File: config.mk
export PLATFORM = sky130hd
export DESIGN_NAME = csr_shift_rotate_unit
export DESIGN_NICKNAME = d
export VERILOG_FILES = /design/src/pkg/csr_pkg.sv /design/src/rtl/csr_shift_rotate_unit.sv
export SDC_FILE = /design/constraint.sdc
export NUM_CORES = 1
export LEC_CHECK = 0
export ABC_AREA = 1
export BUFFER_PORTS_ARGS = -buffer_cell sky130_fd_sc_hd__buf_4
export CORE_AREA = 2 2 159 161
export CTS_BUF_LIST = sky130_fd_sc_hd__clkbuf_4 sky130_fd_sc_hd__clkbuf_8
export DETAILED_ROUTE_END_ITERATION = 6
export DIE_AREA = 0 0 161 163
export PLACE_DENSITY = 0.64
export SETUP_SLACK_MARGIN = 0.3
export SLEW_MARGIN = 30
export SYNTH_ARGS = -nofsm -noshare
export SYNTH_HDL_FRONTEND = slang
export SYNTH_SLANG_ARGS = --single-unit
export TNS_END_PERCENT = 100
File: constraint.sdc
create_clock -name clk_i -period 8.4 [get_ports clk_i]
set_input_delay 0.42 -clock clk_i [delete_from_list [all_inputs] [get_ports clk_i]]
set_output_delay 0.42 -clock clk_i [all_outputs]
set_load 0.03 [all_outputs]
File: src/pkg/csr_pkg.sv
/*
  Constants and carrier types for the prefixed shift and rotate execution unit.
  Assumes a byte-wide memory that answers a read one clock after its strobe.
*/
package csr_pkg;

  // Prefix and escape bytes of the instruction stream.
  localparam logic [7:0] CSR_PFX_CB   = 8'hcb;
  localparam logic [7:0] CSR_PFX_IDXX = 8'hdd;
  localparam logic [7:0] CSR_PFX_IDXY = 8'hfd;

  // Operation groups held in bits 7..3 of the operation byte.
  localparam logic [4:0] CSR_GRP_ROT_RIGHT_CARRY = 5'h03;
  localparam logic [4:0] CSR_GRP_ARITH_SHL       = 5'h04;
  localparam logic [4:0] CSR_GRP_ARITH_SHR       = 5'h05;
  localparam logic [4:0] CSR_GRP_LOGIC_SHR       = 5'h07;

  // Operand selector in bits 2..0; this code means the byte at the pointer pair.
  localparam logic [2:0] CSR_SEL_MEM = 3'h6;
  localparam logic [2:0] CSR_RI_H    = 3'h4;
  localparam logic [2:0] CSR_RI_L    = 3'h5;

  // Flag bit positions.
  localparam int CSR_FB_C  = 0;
  localparam int CSR_FB_N  = 1;
  localparam int CSR_FB_PV = 2;
  localparam int CSR_FB_H  = 4;
  localparam int CSR_FB_Z  = 6;
  localparam int CSR_FB_S  = 7;

  // Length in processor clocks of each machine cycle.
  localparam logic [2:0] CSR_T_FETCH  = 3'h4;
  localparam logic [2:0] CSR_T_DISP   = 3'h3;
  localparam logic [2:0] CSR_T_IDX_OP = 3'h5;
  localparam logic [2:0] CSR_T_MEM_RD = 3'h4;
  localparam logic [2:0] CSR_T_MEM_WR = 3'h3;

  // System clocks per processor clock.
  localparam int unsigned CSR_T_DIV_DEF = 4;

  // Host register offsets; 0..7 are the byte registers by operand code.
  localparam logic [3:0] CSR_ADR_FLAGS   = 4'h8;
  localparam logic [3:0] CSR_ADR_PC_LO   = 4'h9;
  localparam logic [3:0] CSR_ADR_PC_HI   = 4'ha;
  localparam logic [3:0] CSR_ADR_IDXX_LO = 4'hb;
  localparam logic [3:0] CSR_ADR_IDXX_HI = 4'hc;
  localparam logic [3:0] CSR_ADR_IDXY_LO = 4'hd;
  localparam logic [3:0] CSR_ADR_IDXY_HI = 4'he;
  localparam logic [3:0] CSR_ADR_CTRL    = 4'hf;

  // Control register bits.
  localparam int CSR_CB_START = 0;
  localparam int CSR_CB_CLEAR = 1;
  localparam int CSR_SB_BUSY  = 0;
  localparam int CSR_SB_DONE  = 1;
  localparam int CSR_SB_BAD   = 2;

  localparam logic [7:0]  CSR_RST_BYTE = 8'h00;
  localparam logic [15:0] CSR_RST_WORD = 16'h0000;

  typedef struct packed {
    logic [3:0] addr;
    logic [7:0] wdata;
    logic       wr;
    logic       rd;
  } csr_host_req_t;

  typedef struct packed {
    logic [15:0] addr;
    logic [7:0]  wdata;
    logic        wr;
    logic        rd;
  } csr_mem_req_t;

  typedef struct packed {
    logic [7:0] res;
    logic       cy;
  } csr_alu_t;

endpackage

File: src/rtl/csr_shift_rotate_unit.sv
/*
  Execution unit for the prefixed single-bit shift and rotate instructions,
  with its own byte registers, index registers, flags and program counter.
  Assumes a memory that returns read data in the clock after the read strobe
  and accepts a write in the clock of its strobe; the host port never waits.
*/
// Design decisions made here: the address-and-strobe port and the address map.
`timescale 1ns/1ps

// How it works
// - Rotate right through carry, old carry to bit7.
// - Shift left, old bit7 into carry.
// - Arithmetic right shift keeps bit7 sign.
// - Operand: register, pointer-pair byte, indexed byte.
// - Decode after CB; indexed DD/FD,CB,disp,op.
// - Low three opcode bits select the register.
// - Lengths 8, 15 and 23 processor clocks.
// - Sign flag mirrors result bit7, three operations.
// - Zero flag set on all-zero result.
// - Parity flag set on even ones count.
// - Half-carry and subtract flags always cleared.
// - Logical right shift always clears sign.
// - Right moves take carry from old bit0.
// - Indexed address adds signed displacement.
// - Pointer pair content addresses the operand.
module csr_shift_rotate_unit
  import csr_pkg::*;
#(
  parameter int unsigned T_DIV = CSR_T_DIV_DEF
) (
  input  wire logic          clk_i,       // System clock, 100 MHz.
  input  wire logic          rst_n_i,     // Asynchronous reset, active low.
  input  wire csr_host_req_t host_req_i,  // Host register access.
  output logic [7:0]         host_rdata_o,// Read data, cycle after the read.
  output csr_mem_req_t       mem_req_o,   // Memory address, strobes, data.
  input  wire logic [7:0]    mem_rdata_i  // Memory read data.
);

  typedef enum logic [2:0] {
    ST_IDLE, ST_FIRST, ST_CB, ST_DISP, ST_OP, ST_MRD, ST_MWR
  } csr_state_t;

  localparam logic [7:0] DIV_LAST = 8'(T_DIV - 1);

  csr_state_t   st_r;
  csr_state_t   st_nxt;
  logic [7:0]   div_r;
  logic         tick_r;
  logic [2:0]   tcnt_r;
  logic         step_end;
  logic         rd_pend_r;
  logic [7:0]   data_r;
  logic [7:0]   op_r;
  logic [7:0]   disp_r;
  logic         indexed_r;
  logic         use_y_r;
  logic [15:0]  pc_r;
  logic [15:0]  idxx_r;
  logic [15:0]  idxy_r;
  logic [7:0]   flags_r;
  logic [7:0]   gpr_r [8];
  logic         done_r;
  logic         bad_r;
  logic [7:0]   rdata_r;
  csr_mem_req_t mem_r;

  logic         start_cmd;
  logic         busy;
  logic         issue_rd;
  logic         issue_wr;
  logic [15:0]  issue_addr;
  logic         pc_inc;
  logic         fin;
  logic         bad;
  logic         reg_we;
  logic         flag_we;
  logic         set_idx;
  logic [7:0]   cur_op;
  logic [7:0]   alu_in;
  csr_alu_t     alu_out;
  logic [7:0]   flag_val;
  logic [15:0]  ea;

  function automatic logic hit_wr(input csr_host_req_t q, input logic [3:0] a);
    return q.wr && (q.addr == a);
  endfunction

  function automatic logic grp_ok(input logic [4:0] g);
    return (g == CSR_GRP_ROT_RIGHT_CARRY) || (g == CSR_GRP_ARITH_SHL) ||
           (g == CSR_GRP_ARITH_SHR) || (g == CSR_GRP_LOGIC_SHR);
  endfunction

  function automatic logic [2:0] state_len(input csr_state_t s, input logic idx);
    case (s)
      ST_DISP: return CSR_T_DISP;
      ST_OP:   return idx ? CSR_T_IDX_OP : CSR_T_FETCH;
      ST_MRD:  return CSR_T_MEM_RD;
      ST_MWR:  return CSR_T_MEM_WR;
      default: return CSR_T_FETCH;
    endcase
  endfunction

  function automatic csr_alu_t alu(input logic [4:0] g, input logic [7:0] v, input logic cin);
    csr_alu_t o;
    o.res = v;
    o.cy  = v[0];
    case (g)
      CSR_GRP_ROT_RIGHT_CARRY: o.res = {cin, v[7:1]};
      CSR_GRP_ARITH_SHL: begin
        o.res = {v[6:0], 1'b0};
        o.cy  = v[7];
      end
      CSR_GRP_ARITH_SHR: o.res = {v[7], v[7:1]};
      default:           o.res = {1'b0, v[7:1]};
    endcase
    return o;
  endfunction

  // Bits 5 and 3 are left as they were; nothing here defines them.
  function automatic logic [7:0] flag_calc(input logic [4:0] g, input csr_alu_t a,
                                           input logic [7:0] old);
    logic [7:0] f;
    f = old;
    f[CSR_FB_S]  = (g == CSR_GRP_LOGIC_SHR) ? 1'b0 : a.res[7];
    f[CSR_FB_Z]  = (a.res == 8'h00);
    f[CSR_FB_PV] = ~^a.res;
    f[CSR_FB_H]  = 1'b0;
    f[CSR_FB_N]  = 1'b0;
    f[CSR_FB_C]  = a.cy;
    return f;
  endfunction

  assign busy      = (st_r != ST_IDLE);
  assign start_cmd = !busy && hit_wr(host_req_i, CSR_ADR_CTRL) && host_req_i.wdata[CSR_CB_START];
  assign step_end  = tick_r && (tcnt_r == (state_len(st_r, indexed_r) - 3'h1));
  assign cur_op    = (st_r == ST_OP) ? data_r : op_r;
  assign alu_in    = (st_r == ST_MRD) ? data_r : gpr_r[cur_op[2:0]];
  assign alu_out   = alu(cur_op[7:3], alu_in, flags_r[CSR_FB_C]);
  assign flag_val  = flag_calc(cur_op[7:3], alu_out, flags_r);

  // Signed displacement on the chosen index register, else the pointer pair.
  always_comb begin
    if (indexed_r) begin
      ea = (use_y_r ? idxy_r : idxx_r) + {{8{disp_r[7]}}, disp_r};
    end else begin
      ea = {gpr_r[CSR_RI_H], gpr_r[CSR_RI_L]};
    end
  end

  always_comb begin
    st_nxt     = st_r;
    issue_rd   = 1'b0;
    issue_wr   = 1'b0;
    issue_addr = pc_r;
    pc_inc     = 1'b0;
    fin        = 1'b0;
    bad        = 1'b0;
    reg_we     = 1'b0;
    flag_we    = 1'b0;
    set_idx    = 1'b0;
    if (start_cmd) begin
      st_nxt   = ST_FIRST;
      issue_rd = 1'b1;
      pc_inc   = 1'b1;
    end else if (step_end) begin
      case (st_r)
        ST_FIRST: begin
          if (data_r == CSR_PFX_CB) begin
            st_nxt   = ST_OP;
            issue_rd = 1'b1;
            pc_inc   = 1'b1;
          end else if (data_r == CSR_PFX_IDXX || data_r == CSR_PFX_IDXY) begin
            st_nxt   = ST_CB;
            issue_rd = 1'b1;
            pc_inc   = 1'b1;
            set_idx  = 1'b1;
          end else begin
            bad = 1'b1;
          end
        end
        ST_CB: begin
          if (data_r == CSR_PFX_CB) begin
            st_nxt   = ST_DISP;
            issue_rd = 1'b1;
            pc_inc   = 1'b1;
          end else begin
            bad = 1'b1;
          end
        end
        ST_DISP: begin
          st_nxt   = ST_OP;
          issue_rd = 1'b1;
          pc_inc   = 1'b1;
        end
        ST_OP: begin
          if (!grp_ok(data_r[7:3])) begin
            bad = 1'b1;
          end else if (indexed_r || data_r[2:0] == CSR_SEL_MEM) begin
            // Indexed forms always address memory, whatever the low bits say.
            st_nxt     = ST_MRD;
            issue_rd   = 1'b1;
            issue_addr = ea;
          end else begin
            reg_we  = 1'b1;
            flag_we = 1'b1;
            fin     = 1'b1;
          end
        end
        ST_MRD: begin
          st_nxt     = ST_MWR;
          issue_wr   = 1'b1;
          issue_addr = ea;
          flag_we    = 1'b1;
        end
        ST_MWR: fin = 1'b1;
        default: bad = 1'b1;
      endcase
      if (fin || bad) begin
        st_nxt = ST_IDLE;
      end
    end
  end

  // Processor clock enable; restarted on start so every instruction is aligned.
  always_ff @(posedge clk_i or negedge rst_n_i) begin
    if (!rst_n_i) begin
      div_r  <= 8'h00;
      tick_r <= 1'b0;
    end else begin
      if (start_cmd || div_r == DIV_LAST) begin
        div_r <= 8'h00;
      end else begin
        div_r <= div_r + 8'h01;
      end
      tick_r <= !start_cmd && (div_r == DIV_LAST);
    end
  end

  always_ff @(posedge clk_i or negedge rst_n_i) begin
    if (!rst_n_i) begin
      st_r   <= ST_IDLE;
      tcnt_r <= 3'h0;
    end else begin
      st_r <= st_nxt;
      if (start_cmd || step_end) begin
        tcnt_r <= 3'h0;
      end else if (tick_r) begin
        tcnt_r <= tcnt_r + 3'h1;
      end
    end
  end

  always_ff @(posedge clk_i or negedge rst_n_i) begin
    if (!rst_n_i) begin
      rd_pend_r <= 1'b0;
      data_r    <= CSR_RST_BYTE;
      op_r      <= CSR_RST_BYTE;
      disp_r    <= CSR_RST_BYTE;
      indexed_r <= 1'b0;
      use_y_r   <= 1'b0;
    end else begin
      rd_pend_r <= mem_r.rd;
      if (rd_pend_r) begin
        data_r <= mem_rdata_i;
      end
      if (start_cmd) begin
        indexed_r <= 1'b0;
      end else if (set_idx) begin
        indexed_r <= 1'b1;
        use_y_r   <= (data_r == CSR_PFX_IDXY);
      end
      if (step_end && st_r == ST_DISP) begin
        disp_r <= data_r;
      end
      if (step_end && st_r == ST_OP) begin
        op_r <= data_r;
      end
    end
  end

  always_ff @(posedge clk_i or negedge rst_n_i) begin
    if (!rst_n_i) begin
      mem_r <= '0;
    end else begin
      mem_r.rd <= issue_rd;
      mem_r.wr <= issue_wr;
      if (issue_rd || issue_wr) begin
        mem_r.addr <= issue_addr;
      end
      if (issue_wr) begin
        mem_r.wdata <= alu_out.res;
      end
    end
  end

  // Host writes to the machine state are ignored while an instruction runs.
  always_ff @(posedge clk_i or negedge rst_n_i) begin
    if (!rst_n_i) begin
      pc_r <= CSR_RST_WORD;
      idxx_r <= CSR_RST_WORD;
      idxy_r <= CSR_RST_WORD;
    end else if (busy) begin
      if (pc_inc) begin
        pc_r <= pc_r + 16'h0001;
      end
    end else begin
      if (hit_wr(host_req_i, CSR_ADR_PC_LO)) pc_r[7:0]  <= host_req_i.wdata;
      if (hit_wr(host_req_i, CSR_ADR_PC_HI)) pc_r[15:8] <= host_req_i.wdata;
      if (hit_wr(host_req_i, CSR_ADR_IDXX_LO)) idxx_r[7:0]  <= host_req_i.wdata;
      if (hit_wr(host_req_i, CSR_ADR_IDXX_HI)) idxx_r[15:8] <= host_req_i.wdata;
      if (hit_wr(host_req_i, CSR_ADR_IDXY_LO)) idxy_r[7:0]  <= host_req_i.wdata;
      if (hit_wr(host_req_i, CSR_ADR_IDXY_HI)) idxy_r[15:8] <= host_req_i.wdata;
      if (start_cmd) begin
        pc_r <= pc_r + 16'h0001;
      end
    end
  end

  always_ff @(posedge clk_i or negedge rst_n_i) begin
    if (!rst_n_i) begin
      flags_r <= CSR_RST_BYTE;
    end else if (flag_we) begin
      flags_r <= flag_val;
    end else if (!busy && hit_wr(host_req_i, CSR_ADR_FLAGS)) begin
      flags_r <= host_req_i.wdata;
    end
  end

  // Operand code 6 has no register behind it and reads as zero.
  for (genvar g = 0; g < 8; g++) begin : g_gpr
    if (g == 6) begin : g_none
      assign gpr_r[g] = CSR_RST_BYTE;
    end else begin : g_reg
      always_ff @(posedge clk_i or negedge rst_n_i) begin
        if (!rst_n_i) begin
          gpr_r[g] <= CSR_RST_BYTE;
        end else if (reg_we && cur_op[2:0] == 3'(g)) begin
          gpr_r[g] <= alu_out.res;
        end else if (!busy && hit_wr(host_req_i, 4'(g))) begin
          gpr_r[g] <= host_req_i.wdata;
        end
      end
    end
  end

  // A completion in the same cycle as a host clear stays visible.
  always_ff @(posedge clk_i or negedge rst_n_i) begin
    if (!rst_n_i) begin
      done_r <= 1'b0;
      bad_r  <= 1'b0;
    end else begin
      if (hit_wr(host_req_i, CSR_ADR_CTRL) && host_req_i.wdata[CSR_CB_CLEAR]) begin
        done_r <= 1'b0;
        bad_r  <= 1'b0;
      end
      if (fin || bad) begin
        done_r <= 1'b1;
      end
      if (bad) begin
        bad_r <= 1'b1;
      end
    end
  end

  always_ff @(posedge clk_i or negedge rst_n_i) begin
    if (!rst_n_i) begin
      rdata_r <= CSR_RST_BYTE;
    end else if (host_req_i.rd) begin
      case (host_req_i.addr)
        CSR_ADR_FLAGS: rdata_r <= flags_r;
        CSR_ADR_PC_LO: rdata_r <= pc_r[7:0];
        CSR_ADR_PC_HI: rdata_r <= pc_r[15:8];
        CSR_ADR_IDXX_LO: rdata_r <= idxx_r[7:0];
        CSR_ADR_IDXX_HI: rdata_r <= idxx_r[15:8];
        CSR_ADR_IDXY_LO: rdata_r <= idxy_r[7:0];
        CSR_ADR_IDXY_HI: rdata_r <= idxy_r[15:8];
        CSR_ADR_CTRL: begin
          rdata_r               <= 8'h00;
          rdata_r[CSR_SB_BUSY]  <= busy;
          rdata_r[CSR_SB_DONE]  <= done_r;
          rdata_r[CSR_SB_BAD]   <= bad_r;
        end
        default: rdata_r <= gpr_r[host_req_i.addr[2:0]];
      endcase
    end else begin
      rdata_r <= 8'h00;
    end
  end

  assign host_rdata_o = rdata_r;
  assign mem_req_o    = mem_r;

endmodule  // csr_shift_rotate_unit

### After elaboration in Yosys (flattened, before gate mapping)

Index checks and enable logic that the tools add are counted.

| word-level totals | value |
|---|---|
| logic and storage cells | 270 |
| register bits | 190 |
| input bits | 24 |
| output and inout port bits | 34 |

| cells by class | value |
|---|---|
| bitwise operators | 5 |
| reduce and logical (&&, ||, !) cells | 81 |
| equal/unequal tests | 45 |
| add/subtract/negate cells | 5 |
| multiplexer cells | 100 |
| $lt $le $gt $ge | 2 |

Operator list:

| cell | number |
|---|---|
| $mux W8 | 26 |
| $mux W16 | 9 |
| $pmux W8 S8 | 1 |
| $bmux W8 S3 | 2 |
| $mux W1 | 43 |
| $logic_and A1 B1 Y1 | 37 |
| $eq A4 B4 Y1 const B | 8 |
| $pmux W16 S2 | 1 |
| $eq A5 B3 Y1 const B | 6 |
| $mux W3 | 10 |
| $reduce_bool A2 Y1 | 13 |
| $eq A8 B8 Y1 const B | 3 |
| $pmux W8 S3 | 1 |
| $eq A3 B3 Y1 const B | 7 |
| $add A16 B1 Y16 const B | 1 |
| $add A16 B16 Y16 | 1 |
| $reduce_and A2 Y1 | 8 |
| $pmux W3 S5 | 1 |
| $eq A3 B2 Y1 const B | 4 |
| $eq A4 B3 Y1 const B | 3 |
| $ne A4 B4 Y1 const B | 3 |
| $eq A5 B2 Y1 const B | 2 |
| $logic_or A1 B1 Y1 | 10 |
| $reduce_bool A3 Y1 | 3 |
| other kinds (26) | 35 |

### Logic depth before layout (Yosys ltp)

Gate-level depths: netlist of the first run.

| depth | value |
|---|---|
| depth after elaboration | 12 |
| mapped depth | 20 |
| mapped depth without buffers | 18 |

### Worst setup path after synthesis of the first run

OpenSTA, ideal clock, no wires.

| timing path | value |
|---|---|
| path type | register to register |
| start point | reg st_r[1] |
| end point | reg flags_r[2] |
| setup slack | 5.731 ns |
| cell stages (with the launch flop) | 17 |
| period minus slack after synthesis | 2.669 ns |
| path buffers | 3 |
| data required time | 8.276 ns |
| library setup time | 0.124 ns |
| arrival time | 2.545 ns |
| path through | dfrtp_1 buf_2 nor2_8 nand2_4 buf_6 o21ai_4 buf_4 nand3_1 nand3_1 nand3_1 nand2_2 inv_1 ha_1 xnor2_1 xnor2_1 nand2_1 nand3_1 |

| between the ends | value |
|---|---|
| cells in the longest elaborated chain, start to end | 10 |
| elaborated cells between the ends (all ways) | 30 |
| those cells by class | 1 x add/sub; 8 x eq/ne; 11 x mux; 1 x bitwise; 9 x reduce/logical |

Ends and longest elaborated chain:

| element | RTL line | text |
|---|---|---|
| start, declared | csr_shift_rotate_unit.sv:45 | `csr_state_t st_r;` |
| start signal, assigned | csr_shift_rotate_unit.sv:244 | `st_r <= st_nxt;` |
| $eq A3 B3 Y1 | csr_shift_rotate_unit.sv:94, csr_shift_rotate_unit.sv:136, csr_shift_rotate_unit.sv:166 |  |
| $mux W8 | csr_shift_rotate_unit.sv:136 | `assign cur_op = (st_r == ST_OP) ? data_r : op_r;` |
| $not A3 Y4 (not written as such) | csr_shift_rotate_unit.sv:137 | `assign alu_in = (st_r == ST_MRD) ? data_r : gpr_r[cur_op[2:0]];` |
| $bmux W8 S3 | csr_shift_rotate_unit.sv:137 |  |
| $mux W8 (not written as such) (2 in series) | csr_shift_rotate_unit.sv:137 |  |
| $mux W8 | csr_shift_rotate_unit.sv:137 |  |
| $pmux W8 S3 | csr_shift_rotate_unit.sv:107 | `case (g)` |
| $reduce_xnor A8 Y1 | csr_shift_rotate_unit.sv:126 | `f[CSR_FB_PV] = ~^a.res;` |
| $mux W8 | csr_shift_rotate_unit.sv:322 | `end else if (flag_we) begin` |
| end signal, assigned | csr_shift_rotate_unit.sv:323 | `flags_r <= flag_val;` |
| end signal, assigned | csr_shift_rotate_unit.sv:325 | `flags_r <= host_req_i.wdata;` |
| end, declared | csr_shift_rotate_unit.sv:60 | `logic [7:0] flags_r;` |

Parallel ways exist; a longest one is shown, timed or not. The select of a mux whose other input is x is not followed.
A chain may end at the register's enable or synchronous reset.

### Worst setup path in the final report of the first run

Same ends and word-level chain as after synthesis.

==> results of run 1 <==
repair_timing:
| action | CTS | global route |
|---|---|---|
| gates resized for setup | 0 | 0 |
| hold endpoints to repair | 63 | 0 |
| setup endpoints to repair | 0 | 0 |
| hold buffers | 1 | 0 |
registers in the layout, indices dropped and copies added, names as in the netlist:
name / cells
idxy_r: 16
tick_r: 1
op_r: 8
tcnt_r: 3
gpr_r: 56
data_r: 8
indexed_r: 1
done_r: 1
div_r: 8
bad_r: 1
st_r: 3
idxx_r: 16
pc_r: 16
use_y_r: 1
rd_pend_r: 1
disp_r: 8
mem_req_o: 26
flags_r: 8
host_rdata_o: 8
through the flow:
stage / instances / power (W)
3_5_place_dp: 2123 / 0.00335
5_1_grt: 2156 / 0.00435
2_1_floorplan: 1780 / 0.00264
6_report: 2156 / 0.00410
4_1_cts: 2156 / 0.00406
3_3_place_gp: 2123 / 0.00333
worst max-delay path, stage by stage, from the launching register on:
cell,delay (ps)
dfrtp_1,520
nor2_8,230
nand2_4,160
nand2_1,350
nand2_1,390
nor2_1,360
nor2_4,100
nand3_1,110
nand3_1,120
nand3_1,130
nand3_2,280
inv_1,130
ha_1,240
xnor2_1,180
xnor2_1,110
nand2_1,70
nand3_1,70
metal layers:
layer  vias to the layer above  track usage, %  routed length, um
met5                         -               0                  0
met3                       146            6.72               3670
li1                       5840               -                  -
met1                      5851            47.1              19100
met2                       621            58.0              21200
met4                         0            23.7               3550
cell type report:
cell class | instances | area, um^2 | share of cell area [%]
Tap cell | 330 | 413 | 3.11
Inverter | 235 | 882 | 6.63
Sequential cell | 190 | 4750 | 35.8
Timing Repair Buffer | 62 | 478 | 3.59
Multi-Input combinational cell | 1307 | 6300 | 47.4
Clock inverter | 15 | 239 | 1.80
Clock buffer | 17 | 234 | 1.76
synthesized netlist by cell type, drive strengths merged (3+ instances only):
cell	number
nand3	232
clkbuf	29
o2111ai	10
a21oi	41
xnor2	6
or2	3
inv	234
nand4	9
dfrtp	190
a31oi	3
buf	19
a21o	3
xor2	10
o21ai	183
ha	24
nor2	118
o21bai	3
nor3	12
o22ai	15
nor3b	5
a221oi	8
o221ai	4
nor4	3
nand2	602
worst paths after layout:
kind,endpoint,depth (start not counted),from
max in group asynchronous,gpr_r[19],4,rst_n_i
setup / recovery,flags_r[2],16,st_r[1]
hold / removal,data_r[5],3,mem_rdata_i[5]
setup reg to reg,flags_r[2],16,st_r[1]
hold reg to reg,rd_pend_r,0,mem_req_o[0]
min in group asynchronous,mem_req_o[24],2,rst_n_i
power by group:
group,switching (W),total (W),leakage [nW],internal (W)
sequential,0.000347,0.00162,2.40,0.00127
clock,0.000426,0.000718,0.232,0.000292
combinational,0.00122,0.00177,4.10,0.000546
cells by family after synthesis:
kind of cell | synth area share (%)
buffers and inverters | 9.02
AND/OR/NAND/NOR | 35.1
AO/OA/AOI/OAI | 13.0
adder cells (fa/ha/maj) | 2.64
XOR/XNOR | 1.15
flip-flops | 39.2
==> results.yml, run 1 <==
status:
  status: "finished, final reports clean"
timing:
  slew_headroom_pct: 37.2
  tightest_slew_ps: 918
  finalSetupTns_ps: 0
  whs_ps: 112
  period_minus_slack_ps: 3660
  slew_violations: 0
  finalSetupViolations: 0
  fmax_mhz: 273
  setup_ws_ps: 4740
  fin_crit_sh_pct: 43.6
  skew_ps: 21.0
  hold_violations: 0
  rsz0062_at_grt: "no"
logic_synthesis:
  synth_fp_nets: 1829
  synthFlopType: "dfrtp_1"
  seq_area_frac_synth_pct: 39.2
  synthArstFlopShare_pct: 100
  ys_types: 51
  syn_area_um2: 12100
  netlist_top_cells_area: "dfrtp_1 39%, nand2_1 18%, nand3_1 9.3%, o21ai_0 7.0%, inv_1 6.8%"
  ys_ff_latch: 190
  yosys_warnings: 0
  yosys.area.top_type: "dfrtp_1"
  synth_edf_count: 0
  synth_top_area_share_pct: 39.2
  synthCells: 1780
  syn_avg_cell_area_um2: 6.82
die:
  die_area_um2: 26200
  chipWidth_um: 161
  core-area_um2: 24700
  pin_count: 58
  core.rowCount: 58
  start_util_pct: 49.2
  die_h_um: 163
routing:
  ant_nets: 0
  wire_per_inst_um: 22.1
  viasPerCell: 5.78
  drcViolationCount: 0
  drt_iter0_drc: 1433
  vias: 12458
  drt_wl_total_um: 47600
  drt-pass1-iter-count: 6
critical_path:
  cp_data_arrival_time_ps: 4060
  path_max_fanout: 17
  required_ps: 8790
  reg2reg_setup_slack_ps: 4740
  crit_type: "reg2reg"
  end_kind: "flop"
  start_kind: "flop"
cts:
  cts_buffer_depth: 2
  post-cts-setup-buffers: 0
  clk_latency_ps: 510
  cts.sinks: 190
  htree_levels: 4
  root_buffer: "clkbuf_8"
  numCtsBuffers: 17
  path_clk_slew_ps: 120
  cts_tree: "built"
final_layout:
  drive_gt1_share_pct: 8.11
  post-route-util_pct: 53.9
  antenna_cells: 0
  final_common_cell: "nand2_1"
  syn_to_final_growth_pct: 9.50
  num-fill-cells: 2470
  stdcell_area_um2: 13300
  nets: 1862
  mostFrequentLayoutCells: "592 x nand2_1, 225 x nand3_1, 221 x inv_1"
pwr:
  irDropWorstVdd_v: 0.000169
  power_density_nw_per_um2: 308
  power.leakage_nw: 6.73
global_routing:
  grt-ovfl-total: 0
  antenna_found_initial: 0
  grt_pass1_vias: 11772
  grt_use_total_pct: 36.9
  grt_pass1_wl_um: 71600
  grt_max_degree: 79
placement:
  hpwlAfterDp_um: 36800
  gp_congestion: 1.04
  placed_area_um2: 12800
  place_ws_ps: 4830
  io_buffers: 57
run:
  drv_cap: 0
worst_hold_path:
  hold_path.class: "in2reg"
Note: power is estimated with default switching activity, not from simulation.
==> run 2: changes to the inputs <==
--- a/config.mk
+++ b/config.mk
@@ -11,7 +11,7 @@
 export CTS_BUF_LIST = sky130_fd_sc_hd__clkbuf_4 sky130_fd_sc_hd__clkbuf_8
 export DETAILED_ROUTE_END_ITERATION = 6
 export DIE_AREA = 0 0 161 163
-export PLACE_DENSITY = 0.64
+export PLACE_DENSITY = 0.66
 export SETUP_SLACK_MARGIN = 0.3
 export SLEW_MARGIN = 30
 export SYNTH_ARGS = -nofsm -noshare
==> constraint.sdc (replaced) <==
create_clock -name clk_i -period 3.2 [get_ports clk_i]
set_input_delay 0.16 -clock clk_i [delete_from_list [all_inputs] [get_ports clk_i]]
set_output_delay 0.16 -clock clk_i [all_outputs]
set_load 0.03 [all_outputs]
==> results.yml, run 2 (synthesized netlist as in run 1, its figures left out) <==
routing:
  drt_iter0_drc: 1551
  drt_wl_total_um: 45000
  wl_met2_um: 20400
  maxUsedRoutingLayer: "met4"
  met1_length_um: 18500
  wire_per_inst_um: 20.2
  ant_nets: 0
  viasPerCell: 5.68
  wl_met3_um: 3270
  vias: 12697
  drcViolationCount: 0
  drt-pass1-iter-count: 6
die:
  die_area_um2: 26200
  start_util_pct: 49.2
  pin_count: 58
  chipWidth_um: 161
  core-area_um2: 24700
  core.rowCount: 58
  die_h_um: 163
cts:
  clk_latency_ps: 500
  cts_buffer_depth: 2
  path_clk_slew_ps: 120
  cts_tree: "built"
  root_buffer: "clkbuf_8"
  numCtsBuffers: 17
  cts.sinks: 190
  htree_levels: 4
critical_path:
  reg2reg_from: "st_r[0]"
  start_kind: "flop"
  crit_path_top_delay_cell: "dfrtp_2"
  path_buf_inv: 3
  critPathLaunch: "st_r[0]"
  crit_type: "reg2reg"
  slowest_delay_ps: 480
  path_cells: "nor2_8 > nand2_8 > o21ai_1 > nand2_1 > inv_1 > nand2_1 > nor2_4 > buf_4 > nand3_1 > nand2_2 > inv_1 > ha_1 > xnor2_1 > xnor2_1 > nand2_1 > nand3_1"
  crit_top_cell: "nand2_1"
  end_kind: "flop"
  crit_family: "simple AND/OR/NAND/NOR gates"
  required_ps: 3630
  cp_data_arrival_time_ps: 3290
  path_max_fanout: 16
placement:
  gp_congestion: 1.02
  hpwlAfterDp_um: 34300
  io_buffers: 57
pwr:
  power_density_nw_per_um2: 778
  power_w: 0.0109
  power.leakage_nw: 7.09
  irDropWorstVdd_v: 0.000331
final_layout:
  final_common_cell: "nand2_1"
  num-fill-cells: 2425
  regArea_um2: 4760
  syn_to_final_growth_pct: 15.0
  multiInputGateArea_um2: 6360
  nets: 1940
  top_register: "gpr_r"
  drive_gt1_share_pct: 11.6
  largest_reg_flops: 56
  antenna_cells: 0
  mostFrequentLayoutCells: "590 x nand2_1, 224 x nand3_1, 219 x inv_1"
timing:
  period_minus_slack_ps: 2860
  finalSetupTns_ps: 0
  slew_violations: 0
  rsz0062_at_grt: "yes"
  fmax_mhz: 350
  fin_crit_sh_pct: 89.4
  hold_violations: 0
  slew_headroom_pct: 44.1
  tightest_slew_ps: 818
  whs_ps: 23.9
  finalSetupViolations: 0
  skew_ps: 28.7
global_routing:
  grt_max_degree: 77
  grt_use_total_pct: 34.8
  grt_pass1_wl_um: 68800
  antenna_found_initial: 0
  grt-ovfl-total: 0
  grt_pass1_vias: 11870
status:
  status: "finished, final reports clean"
worst_hold_path:
  hold_path.class: "in2reg"
  worstHoldStart: "host_req_i[7]"
run:
  drv_cap: 0
## run 2: worst paths after layout
| path | cells past startpoint | end | slack (ps) |
|---|---|---|---|
| hold / removal | 3 | idxx_r[13] | 20 |
| max in group asynchronous | 3 | gpr_r[53] | 2060 |
| min in group asynchronous | 2 | op_r[5] | 260 |
| setup reg to reg | 16 | flags_r[2] | 340 |
| setup / recovery | 16 | flags_r[2] | 340 |
| hold reg to reg | 0 | rd_pend_r | 400 |
## run 2: per-layer routing
layer | GRT usage, % | up-vias
li1 | - | 5991
met1 | 45.7 | 5947
met2 | 55.9 | 607
met3 | 4.48 | 152
met4 | 19.5 | 0
met5 | 0 | -
## run 2: power breakdown
part	switching [W]	leakage (nW)	internal [W]	total (W)
Clock	0.00107	0.216	0.000689	0.00176
Combinational	0.00323	4.48	0.00167	0.00490
Sequential	0.000878	2.40	0.00333	0.00421
## run 2: through the flow
step | instances | util, % | area, um^2 | setup slack [ps]
5_1_grt | 2234 | 56.6 | 14000 | 174
2_1_floorplan | 1780 | - | 12100 | 531
3_3_place_gp | 2171 | 53.4 | 13200 | 203
6_report | 2234 | 56.6 | 14000 | 339
3_5_place_dp | 2171 | 53.4 | 13200 | 114
4_1_cts | 2220 | 55.9 | 13800 | 332
## run 2: worst reg2reg max path: cells and delay by family, from the launching register on
| family | cells | cell delay, ps |
|---|---|---|
| AOI/OAI and AO/OA | 1 | 200 |
| buffers and inverters | 3 | 270 |
| and+or+nand+nor | 9 | 1170 |
| DFF | 1 | 480 |
| xor gates and xnor gates | 2 | 400 |
| adders and majority gates | 1 | 290 |
## run 2: what timing repair did
action,in CTS,in global routing
hold endpoints to repair,88,0
gates resized for setup,6,14
setup endpoints to repair,1,24
pin swaps,2,5
setup buffers,3,14
hold buffers,13,0
gates cloned,1,0
## run 2: area by class of cell
class                           instances  area share [%]
Sequential cell                       190            34.1
Multi-Input combinational cell       1308            45.5
Timing Repair Buffer                  139            7.96
Clock buffer                           17            1.68
Clock inverter                         15            1.48
Tap cell                              330            2.96
Inverter                              235            6.34
